File: src/rtl/ext_irq_pkg.sv
// constants for the external pin interrupt sense block
package ext_irq_pkg;
	// register indices (printed offsets are not all multiples of four)
	localparam logic [7:0] IDX_MCU_CONTROL    = 8'h35;
	localparam logic [7:0] IDX_EXT_IRQ_FLAGS  = 8'h3A;
	localparam logic [7:0] IDX_EXT_IRQ_ENABLES = 8'h3B;
	localparam logic [7:0] IDX_PIN_CHANGE_SEL = 8'h3C;
	localparam logic [7:0] IDX_IRQ_STATUS     = 8'h3D;
	localparam logic [7:0] IDX_IRQ_MASK       = 8'h3E;
	localparam logic [7:0] IDX_CORE_STATUS    = 8'h3F;
	localparam logic [9:0] ADDR_MCU_CONTROL    = {IDX_MCU_CONTROL, 2'b00};
	localparam logic [9:0] ADDR_EXT_IRQ_FLAGS  = {IDX_EXT_IRQ_FLAGS, 2'b00};
	localparam logic [9:0] ADDR_EXT_IRQ_ENABLES = {IDX_EXT_IRQ_ENABLES, 2'b00};
	localparam logic [9:0] ADDR_PIN_CHANGE_SEL = {IDX_PIN_CHANGE_SEL, 2'b00};
	localparam logic [9:0] ADDR_IRQ_STATUS     = {IDX_IRQ_STATUS, 2'b00};
	localparam logic [9:0] ADDR_IRQ_MASK       = {IDX_IRQ_MASK, 2'b00};
	localparam logic [9:0] ADDR_CORE_STATUS    = {IDX_CORE_STATUS, 2'b00};
	// field positions
	localparam int SENSE_SEL_LO_BIT    = 0;
	localparam int SENSE_SEL_HI_BIT    = 1;
	localparam int PIN_CHANGE_FLAG_BIT = 5;
	localparam int EXT_IRQ_FLAG_BIT    = 6;
	localparam int GLOBAL_IE_BIT       = 7;
	localparam int PIN_CHANGE_COUNT    = 6;
	// reset values
	localparam logic [7:0] RESET_BYTE  = 8'h00;
	localparam logic [1:0] RESET_SENSE = 2'h0;
	// vector numbers and program addresses
	localparam logic [3:0]  VEC_NUM_EXT_PIN    = 4'h2;
	localparam logic [3:0]  VEC_NUM_PIN_CHANGE = 4'h3;
	localparam logic [15:0] VEC_ADDR_EXT_PIN    = 16'h0001;
	localparam logic [15:0] VEC_ADDR_PIN_CHANGE = 16'h0002;
	// AXI responses
	localparam logic [1:0] RESP_OKAY   = 2'h0;
	localparam logic [1:0] RESP_SLVERR = 2'h2;
	// sense modes
	typedef enum logic [1:0] {
		SENSE_LOW  = 2'h0,
		SENSE_ANY  = 2'h1,
		SENSE_FALL = 2'h2,
		SENSE_RISE = 2'h3
	} sense_mode_t;
endpackage

File: src/rtl/pin_sync_edge.sv
// two-flop synchronizer with change detector for one pin
`timescale 1ns/100ps
`default_nettype none
module pin_sync_edge
	import ext_irq_pkg::*;
(
	input  wire logic sys_clk,
	input  wire logic rst,
	input  wire logic pinAsync,
	output logic      pinSync,
	output logic      rose,
	output logic      fell
);
	logic metaReg;
	logic syncReg;
	logic prevReg;

	always_ff @(posedge sys_clk) begin
		if (rst) begin
			metaReg <= 1'b0;
			syncReg <= 1'b0;
			prevReg <= 1'b0;
		end else begin
			metaReg <= pinAsync;
			syncReg <= metaReg;
			prevReg <= syncReg;
		end
	end

	// compare against previous synchronised sample only
	assign pinSync = syncReg;
	assign rose    = syncReg & ~prevReg;
	assign fell    = ~syncReg & prevReg;
endmodule // pin_sync_edge
`default_nettype wire

File: src/rtl/ext_pin_interrupt_sense.sv
// external pin interrupt sense and pin-change logic with AXI4-Lite registers
//Contract
// - sense bits choose low level, any change, falling or rising edge
// - dedicated pin request needs global enable and its own mask bit
// - pin sampled before edge detect; pulses over one clock always caught
// - pin activity requests even when the pin is an output
// - pin-change interrupt on any change of an enabled pin, when enabled
// - triggering edge or change sets dedicated pin flag; vectors when enabled
// - change on enabled pin sets pin-change flag; vectors when enabled
// - flags clear on handler entry or on writing one; zero ignored
// - dedicated pin flag held cleared in low-level mode
// - six mask bits select which pins join the pin-change interrupt
// - reserved bits read zero and ignore writes
// - low-level request stays asserted while the pin is held low
// - level and pin-change detection work without the edge clock path; here both run off sys_clk through the pin synchronisers
// - vector 2 at 0x0001 for dedicated pin, 3 at 0x0002 for pin change
//
// Our own choice: the AXI4-Lite slave port.
`timescale 1ns/100ps
`default_nettype none
module ext_pin_interrupt_sense
	import ext_irq_pkg::*;
(
	input  wire logic                        sys_clk,
	input  wire logic                        rst,
	input  wire logic                        extIrqPin,
	input  wire logic [PIN_CHANGE_COUNT-1:0] pinChangeInputs,
	input  wire logic                        extVecAck,
	input  wire logic                        pinChangeVecAck,
	output logic                             extIrqRequest,
	output logic                             pinChangeRequest,
	output logic [3:0]                       vecNumber,
	output logic [15:0]                      vecAddress,
	output logic                             irq,
	input  wire logic [11:0]                 s_axi_awaddr,
	input  wire logic                        s_axi_awvalid,
	output logic                             s_axi_awready,
	input  wire logic [31:0]                 s_axi_wdata,
	input  wire logic [3:0]                  s_axi_wstrb,
	input  wire logic                        s_axi_wvalid,
	output logic                             s_axi_wready,
	output logic [1:0]                       s_axi_bresp,
	output logic                             s_axi_bvalid,
	input  wire logic                        s_axi_bready,
	input  wire logic [11:0]                 s_axi_araddr,
	input  wire logic                        s_axi_arvalid,
	output logic                             s_axi_arready,
	output logic [31:0]                      s_axi_rdata,
	output logic [1:0]                       s_axi_rresp,
	output logic                             s_axi_rvalid,
	input  wire logic                        s_axi_rready
);
	logic [1:0]                  senseSel_reg;
	logic                        extEnable_reg;
	logic                        pcEnable_reg;
	logic                        globalIe_reg;
	logic [PIN_CHANGE_COUNT-1:0] pinChangeSelect_reg;
	logic                        extFlag_reg;
	logic                        pcFlag_reg;
	logic [1:0]                  irqStatus_reg;
	logic [1:0]                  irqMask_reg;
	logic [3:0]                  vecNumber_reg;
	logic [15:0]                 vecAddress_reg;

	logic                        extSync;
	logic                        extRose;
	logic                        extFell;
	logic [PIN_CHANGE_COUNT-1:0] pcRose;
	logic [PIN_CHANGE_COUNT-1:0] pcFell;
	logic [PIN_CHANGE_COUNT:0]   syncTaps;

	// AXI write and read side
	logic        awHeld_reg;
	logic [9:0]  awAddr_reg;
	logic        wHeld_reg;
	logic [7:0]  wData_reg;
	logic        wLane0_reg;
	logic        bValid_reg;
	logic [1:0]  bResp_reg;
	logic        rValid_reg;
	logic [31:0] rData_reg;
	logic [1:0]  rResp_reg;
	logic        doWrite;
	logic        wrEn;
	logic        arTake;
	logic [7:0]  readByte;
	logic        readHit;

	// synchronise the dedicated pin, whatever the pin direction
	pin_sync_edge extSyncInst (
		.sys_clk  (sys_clk),
		.rst      (rst),
		.pinAsync (extIrqPin),
		.pinSync  (extSync),
		.rose     (extRose),
		.fell     (extFell)
	);

	genvar gi;
	generate
		for (gi = 0; gi < PIN_CHANGE_COUNT; gi++) begin : gPinChange
			pin_sync_edge pcSyncInst (
				.sys_clk  (sys_clk),
				.rst      (rst),
				.pinAsync (pinChangeInputs[gi]),
				.pinSync  (syncTaps[gi]),
				.rose     (pcRose[gi]),
				.fell     (pcFell[gi])
			);
		end
	endgenerate
	assign syncTaps[PIN_CHANGE_COUNT] = extSync;

	// trigger conditions
	logic        extEdgeHit;
	logic        lowLevelMode;
	logic        lowLevelActive;
	logic        pcHit;
	sense_mode_t senseMode;

	assign senseMode    = sense_mode_t'(senseSel_reg);
	assign lowLevelMode = (senseMode == SENSE_LOW);
	// level is combinational from the synchronised pin; no edge history needed
	assign lowLevelActive = lowLevelMode & ~extSync;

	always_comb begin
		case (senseMode)
			SENSE_ANY:  extEdgeHit = extRose | extFell;
			SENSE_FALL: extEdgeHit = extFell;
			SENSE_RISE: extEdgeHit = extRose;
			default:    extEdgeHit = 1'b0;
		endcase
	end

	// change detection is per pin, no clock-gated path beyond the sync
	assign pcHit = |((pcRose | pcFell) & pinChangeSelect_reg);

	assign doWrite = awHeld_reg & wHeld_reg & ~bValid_reg;
	assign wrEn    = doWrite & wLane0_reg;

	// dedicated pin flag: set beats clear
	always_ff @(posedge sys_clk) begin
		if (rst) begin
			extFlag_reg <= 1'b0;
		end else if (lowLevelMode) begin
			extFlag_reg <= 1'b0;
		end else if (extEdgeHit) begin
			extFlag_reg <= 1'b1;
		end else if (extVecAck) begin
			extFlag_reg <= 1'b0;
		end else if (wrEn && awAddr_reg == ADDR_EXT_IRQ_FLAGS && wData_reg[EXT_IRQ_FLAG_BIT]) begin
			extFlag_reg <= 1'b0;
		end
	end

	// pin-change flag: set beats clear
	always_ff @(posedge sys_clk) begin
		if (rst) begin
			pcFlag_reg <= 1'b0;
		end else if (pcHit) begin
			pcFlag_reg <= 1'b1;
		end else if (pinChangeVecAck) begin
			pcFlag_reg <= 1'b0;
		end else if (wrEn && awAddr_reg == ADDR_EXT_IRQ_FLAGS && wData_reg[PIN_CHANGE_FLAG_BIT]) begin
			pcFlag_reg <= 1'b0;
		end
	end

	// requests toward the core
	assign extIrqRequest    = globalIe_reg & extEnable_reg & (extFlag_reg | lowLevelActive);
	assign pinChangeRequest = globalIe_reg & pcEnable_reg & pcFlag_reg;

	// vector encoder, dedicated pin has priority
	always_ff @(posedge sys_clk) begin
		if (rst) begin
			vecNumber_reg  <= 4'h0;
			vecAddress_reg <= 16'h0000;
		end else if (extIrqRequest) begin
			vecNumber_reg  <= VEC_NUM_EXT_PIN;
			vecAddress_reg <= VEC_ADDR_EXT_PIN;
		end else if (pinChangeRequest) begin
			vecNumber_reg  <= VEC_NUM_PIN_CHANGE;
			vecAddress_reg <= VEC_ADDR_PIN_CHANGE;
		end else begin
			vecNumber_reg  <= 4'h0;
			vecAddress_reg <= 16'h0000;
		end
	end
	assign vecNumber  = vecNumber_reg;
	assign vecAddress = vecAddress_reg;

	// sticky bus status of trigger events, set whatever the enables: bit0 dedicated, bit1 pin change
	always_ff @(posedge sys_clk) begin
		if (rst) begin
			irqStatus_reg <= 2'h0;
		end else begin
			for (int i = 0; i < 2; i++) begin
				if ((i == 0) ? (extEdgeHit | lowLevelActive) : pcHit) begin
					irqStatus_reg[i] <= 1'b1;
				end else if (wrEn && awAddr_reg == ADDR_IRQ_STATUS && wData_reg[i]) begin
					irqStatus_reg[i] <= 1'b0;
				end
			end
		end
	end
	assign irq = |(irqStatus_reg & irqMask_reg);

	// control registers
	always_ff @(posedge sys_clk) begin
		if (rst) begin
			senseSel_reg        <= RESET_SENSE;
			extEnable_reg       <= 1'b0;
			pcEnable_reg        <= 1'b0;
			globalIe_reg        <= 1'b0;
			pinChangeSelect_reg <= '0;
			irqMask_reg         <= 2'h0;
		end else if (wrEn) begin
			case (awAddr_reg)
				ADDR_MCU_CONTROL: begin
					senseSel_reg <= wData_reg[SENSE_SEL_HI_BIT:SENSE_SEL_LO_BIT];
				end
				ADDR_EXT_IRQ_ENABLES: begin
					extEnable_reg <= wData_reg[EXT_IRQ_FLAG_BIT];
					pcEnable_reg  <= wData_reg[PIN_CHANGE_FLAG_BIT];
				end
				ADDR_PIN_CHANGE_SEL: begin
					pinChangeSelect_reg <= wData_reg[PIN_CHANGE_COUNT-1:0];
				end
				ADDR_IRQ_MASK: begin
					irqMask_reg <= wData_reg[1:0];
				end
				ADDR_CORE_STATUS: begin
					globalIe_reg <= wData_reg[GLOBAL_IE_BIT];
				end
				default: begin
				end
			endcase
		end
	end

	// write channel capture; address and data in either order
	always_ff @(posedge sys_clk) begin
		if (rst) begin
			awHeld_reg <= 1'b0;
			awAddr_reg <= 10'h000;
			wHeld_reg  <= 1'b0;
			wData_reg  <= RESET_BYTE;
			wLane0_reg <= 1'b0;
		end else begin
			if (s_axi_awvalid && s_axi_awready) begin
				awHeld_reg <= 1'b1;
				awAddr_reg <= {s_axi_awaddr[9:2], 2'b00};
			end else if (doWrite) begin
				awHeld_reg <= 1'b0;
			end
			if (s_axi_wvalid && s_axi_wready) begin
				wHeld_reg  <= 1'b1;
				wData_reg  <= s_axi_wdata[7:0];
				wLane0_reg <= s_axi_wstrb[0];
			end else if (doWrite) begin
				wHeld_reg <= 1'b0;
			end
		end
	end
	assign s_axi_awready = ~awHeld_reg & ~bValid_reg;
	assign s_axi_wready  = ~wHeld_reg & ~bValid_reg;

	logic writeHit;
	always_comb begin
		case (awAddr_reg)
			ADDR_MCU_CONTROL, ADDR_EXT_IRQ_FLAGS, ADDR_EXT_IRQ_ENABLES,
			ADDR_PIN_CHANGE_SEL, ADDR_IRQ_STATUS, ADDR_IRQ_MASK, ADDR_CORE_STATUS: writeHit = 1'b1;
			default: writeHit = 1'b0;
		endcase
	end

	always_ff @(posedge sys_clk) begin
		if (rst) begin
			bValid_reg <= 1'b0;
			bResp_reg  <= RESP_OKAY;
		end else if (doWrite) begin
			bValid_reg <= 1'b1;
			bResp_reg  <= (writeHit && awAddr_reg[11-2 +: 1] == 1'b0) ? RESP_OKAY : RESP_SLVERR;
		end else if (s_axi_bready) begin
			bValid_reg <= 1'b0;
		end
	end
	assign s_axi_bvalid = bValid_reg;
	assign s_axi_bresp  = bResp_reg;

	// read side; reserved bits come back as zero
	assign s_axi_arready = ~rValid_reg;
	assign arTake        = s_axi_arvalid & ~rValid_reg;

	always_comb begin
		readByte = RESET_BYTE;
		readHit  = 1'b1;
		case ({s_axi_araddr[9:2], 2'b00})
			ADDR_MCU_CONTROL:     readByte[SENSE_SEL_HI_BIT:SENSE_SEL_LO_BIT] = senseSel_reg;
			ADDR_EXT_IRQ_FLAGS: begin
				readByte[EXT_IRQ_FLAG_BIT]    = extFlag_reg;
				readByte[PIN_CHANGE_FLAG_BIT] = pcFlag_reg;
			end
			ADDR_EXT_IRQ_ENABLES: begin
				readByte[EXT_IRQ_FLAG_BIT]    = extEnable_reg;
				readByte[PIN_CHANGE_FLAG_BIT] = pcEnable_reg;
			end
			ADDR_PIN_CHANGE_SEL:  readByte[PIN_CHANGE_COUNT-1:0] = pinChangeSelect_reg;
			ADDR_IRQ_STATUS:      readByte[1:0] = irqStatus_reg;
			ADDR_IRQ_MASK:        readByte[1:0] = irqMask_reg;
			ADDR_CORE_STATUS:     readByte[GLOBAL_IE_BIT] = globalIe_reg;
			default:              readHit = 1'b0;
		endcase
		if (s_axi_araddr[11:10] != 2'b00) begin
			readHit = 1'b0;
		end
	end

	always_ff @(posedge sys_clk) begin
		if (rst) begin
			rValid_reg <= 1'b0;
			rData_reg  <= 32'h00000000;
			rResp_reg  <= RESP_OKAY;
		end else if (arTake) begin
			rValid_reg <= 1'b1;
			rData_reg  <= {24'h000000, readHit ? readByte : RESET_BYTE};
			rResp_reg  <= readHit ? RESP_OKAY : RESP_SLVERR;
		end else if (s_axi_rready) begin
			rValid_reg <= 1'b0;
		end
	end
	assign s_axi_rvalid = rValid_reg;
	assign s_axi_rdata  = rData_reg;
	assign s_axi_rresp  = rResp_reg;

	// the pin-change tap of the dedicated pin is kept for symmetry of the sync bank
	logic unusedTap;
	assign unusedTap = syncTaps[PIN_CHANGE_COUNT];
endmodule // ext_pin_interrupt_sense
`default_nettype wire

File: config.mk
export PLATFORM = sky130hd
export DESIGN_NAME = ext_pin_interrupt_sense
export DESIGN_NICKNAME = d
export VERILOG_FILES = /design/src/rtl/ext_irq_pkg.sv /design/src/rtl/pin_sync_edge.sv /design/src/rtl/ext_pin_interrupt_sense.sv
export SDC_FILE = /design/constraint.sdc
export NUM_CORES = 1
export LEC_CHECK = 0
export BUFFER_PORTS_ARGS = -buffer_cell sky130_fd_sc_hd__buf_2
export CAP_MARGIN = 20
export CORE_MARGIN = 3
export CORE_UTILIZATION = 30
export CTS_CLUSTER_DIAMETER = 30
export DETAILED_ROUTE_END_ITERATION = 16
export HOLD_SLACK_MARGIN = 0.05
export SLEW_MARGIN = 20
export SYNTH_ARGS = -nofsm -noshare
export SYNTH_HDL_FRONTEND = slang
export SYNTH_SLANG_ARGS = --single-unit
File: constraint.sdc
create_clock -name sys_clk -period 2.28 [get_ports sys_clk]
set_input_delay 0.456 -clock sys_clk [delete_from_list [all_inputs] [get_ports sys_clk]]
set_output_delay 0.456 -clock sys_clk [all_outputs]
set_load 0.05 [all_outputs]
==> run summary <==
* 41 — synth unique cells
* 1086 — number of fill cells
* 109 um — overall die width
* 5.42% — portion of netlist area occupied by mux cells
* 1.54 ns — arrival time worst endpoint
* flip-flops — dominant delay contributor by cell family on the critical path
* 0 — DRC violation count after routing
* 45.2% — sequential element share of the synthesized area
* 30.9% — effective utilization at floorplan
* 21.7% — share of cells above drive strength 1
* 6560 um — final wirelength
* 4920 um — DP HPWL
* 0.000871 W — sw power
* 0 — hold bufs inserted after CTS
* 2223 — vias in the first global route
* 8.73 um2 — syn_area_per_cell
* 1.65% — post-synthesis share of cell area spent on xor and xnor gates
* 11.6 um — detail-routed net length per standard cell
* 38.7% — fraction of power consumed by the clock network
* 0 — pins over their slew limit
* 21.9% — simple-gate area share of the yosys netlist
* flip-flop — kind of launch point of the worst setup path
* 0 — Post-CTS Repair Setup Buffers
* 502 MHz — maximum achievable frequency
* 3 — count of H-tree levels built during CTS
* 0 — number of antenna cells inserted
* 365 — number of instances in the synthesized netlist
* 0.0103 mm2 — Core Box Area
* 0 — antenna violations before repair
* dfxtp_1 — top flip-flop cell by instance count after synthesis
* 0 — count of final hold-check violations
* finished clean — run status
* 2 — count of buffer and inverter cells on the critical path
* 10300 um — global-route wire length before repair
* 4.35 — ratio of routed vias to standard cells
* 0.00319 mm2 — netlist area before placement
* 0.48 ns — worst stage delay on the critical path
* 37 — Site Rows
* 0% — share of flip-flops with an asynchronous set or reset after synthesis
* 0 — overall overflow remaining after global route
* 502 — Total Nets Final
* built — TritonCTS clock tree
* 0 — count of cells resized by post-cts repair
* 0 — Syn. warnings
* 0 — max-cap viol count
* 31.3% — switching share of power
* 0.287 ns — setup ws final
* 0.805 — RePlAce Congestion
* 72 — sinks on the clock net
* 8 — CP max FO
* nor3_1, o211ai_1, inv_1, buf_2 — critical path cell sequence
* 11.2% — post-synthesis compound-gate area fraction
* 140 — number of primary I/O pins
* 64 — number of port buffers
* 0.235 mV — peak supply drop
* 11.4% — GRT Util Overall
* 1.82 ns — required time at the endpoint of the critical path
* 758 mW/mm2 — power density of the placed cells
* 0 — number of enable-type register cells in the synthesized netlist
* 87.4% — Final Cycle Share
* 0.409 ns — Post-Place Worst Slack
* 109 um — Die Span Y
* 0 — Final setup viols
* 48.0% — sequential share of power
* 0.36 ns — Clock Latency Late Sink
* 0 ns — Sum Neg Setup Slack
* 97 — DR iter-0 viols
* 1.57 nW — leakage power total
* 0.0119 mm2 — overall die area
* 0.00191 W — cell-internal power
* 0.09 ns — post-CTS clock slew at the launch and capture registers of the worst setup and hold paths
* output port — critical path endpoint category
* no — setup repair after global routing missed its margin
* 4 — DRT Pass-1 Iters
* reg -> out — Worst Path Class, Setup
* 72 — number of flip-flops and latches in the synthesized netlist
* 0.584 ns — Worst-Margin Slew
* 60.8% — headroom to the max-slew limit
* 0 — count of antenna-violating nets left after detailed routing
* 9 — number of CTS-inserted buffers
* 2456 — vias post-DR
* 15.1% — Area growth, synth to finish
* clkbuf_8 — clock root buffer
* 36 — maximum number of pins on one net before global-route repair
* 0.263 ns — worst hold slack
* 13.3% — combinational group share of total power
* 0.0108 ns — Worst Clk Skew
* simple AND/OR/NAND/NOR gates — combinational family with the most area after synthesis
* 1.99 ns — time the worst path needs with I/O delays and setup
* dfxtp_1 — cell with the largest stage delay on the worst path
* 0.785% — adder and majority cell fraction of the synthesized area
* 2 — number of buffers between clock root and the deepest sink
* in -> reg — class of the most critical hold timing path
==> cell usage after synthesis (3+ instances only) <==
cell type | number | area, um2
buf_4 | 45 | 338
dfxtp_1 | 72 | 1440
inv_1 | 12 | 45.0
clkbuf_1 | 14 | 52.6
xor2_1 | 6 | 52.6
a22oi_1 | 10 | 75.1
nand3_1 | 5 | 25.0
nor2_1 | 32 | 120
nor2b_1 | 23 | 144
nor3_1 | 6 | 30.0
o21ai_0 | 7 | 35.0
nor4_1 | 5 | 31.3
a21oi_1 | 27 | 135
mux2i_1 | 15 | 150
nand2_1 | 48 | 180
o211ai_1 | 3 | 22.5
==> area by class of cell <==
cell class	instances	area, um2	share of cell area [%]
inverters	12	45.0	1.23
flip-flops and latches	72	1440	39.3
clock buffers	9	124	3.37
clock inverters	7	86.3	2.35
well taps	136	170	4.64
repair buffers	67	343	9.34
multi-input cells	262	1460	39.8
==> metal layers <==
layer / share of wire, % / global-route usage [%] / vias up
li1: - / - / 1259
met1: 45 / 13.9 / 1116
met2: 47 / 18.0 / 71
met3: 6.3 / 3.79 / 10
met4: 1.8 / 5.14 / 0
met5: 0 / 0 / -
==> cells in the final DEF (no fill, tap or decap), drive strengths merged, types with 7 or more instances in the layout <==
cell    synthesis  final
dfxtp          72     72
buf            46     67
nand2          48     48
conb            1     42
nor2           32     32
a21oi          27     27
nor2b          23     23
inv            12     16
mux2i          15     15
a22oi          10     10
clkbuf         14      9
o21ai           7      7
nor4            7      7
==> path summary, 6_finish.rpt <==
kind | endpoint | start | slack (ns) | depth (start not counted)
hold / removal | s_axi_rvalid | s_axi_rready | 0.26 | 2
setup / recovery | extIrqRequest | senseMode[1] | 0.29 | 4
setup reg to reg | pinChangeSelect_reg[4] | s_axi_bvalid | 0.41 | 4
hold reg to reg | gPinChange[2].pcSyncInst.pinSync | gPinChange[2].pcSyncInst.metaReg | 0.44 | 1
==> power by group through the flow <==
stage / Combinational, W / Sequential (W) / Clock [W]
after global routing: 0.000403 / 0.00135 / 0.00117
after detailed placement: 0.000371 / 0.00137 / 0
final: 0.000370 / 0.00134 / 0.00108
after CTS: 0.000371 / 0.00134 / 0.00111
after global placement: 0.000367 / 0.00137 / 0
after floorplan: 0.000348 / 0.00137 / 0
==> worst reg2reg max path, delay by kind of cell (launching register included) <==
| kind | cells | cell delay (ns) |
|---|---|---|
| DFF | 1 | 0.35 |
| muxes | 1 | 0.25 |
| and+or+nand+nor | 3 | 1.15 |
==> logic make-up after synthesis <==
kind of cell               count (synthesis)
xor gates and xnor gates                   6
AOI/OAI and AO/OA                         58
and+or+nand+nor                          137
buffers and inverters                     72
muxes                                     17
other                                      1
adders and majority gates                  2
DFF                                       72
==> stage by stage <==
stage,area (um2),utilization [%],std cells,power [W]
6_report,3670,35.6,565,0.00278
5_1_grt,3670,35.6,565,0.00291
4_1_cts,3670,35.6,565,0.00282
3_5_place_dp,3460,33.5,549,0.00174
3_3_place_gp,3460,33.5,549,0.00173
2_1_floorplan,3340,-,406,0.00172
(Power assumes the default switching activity.)
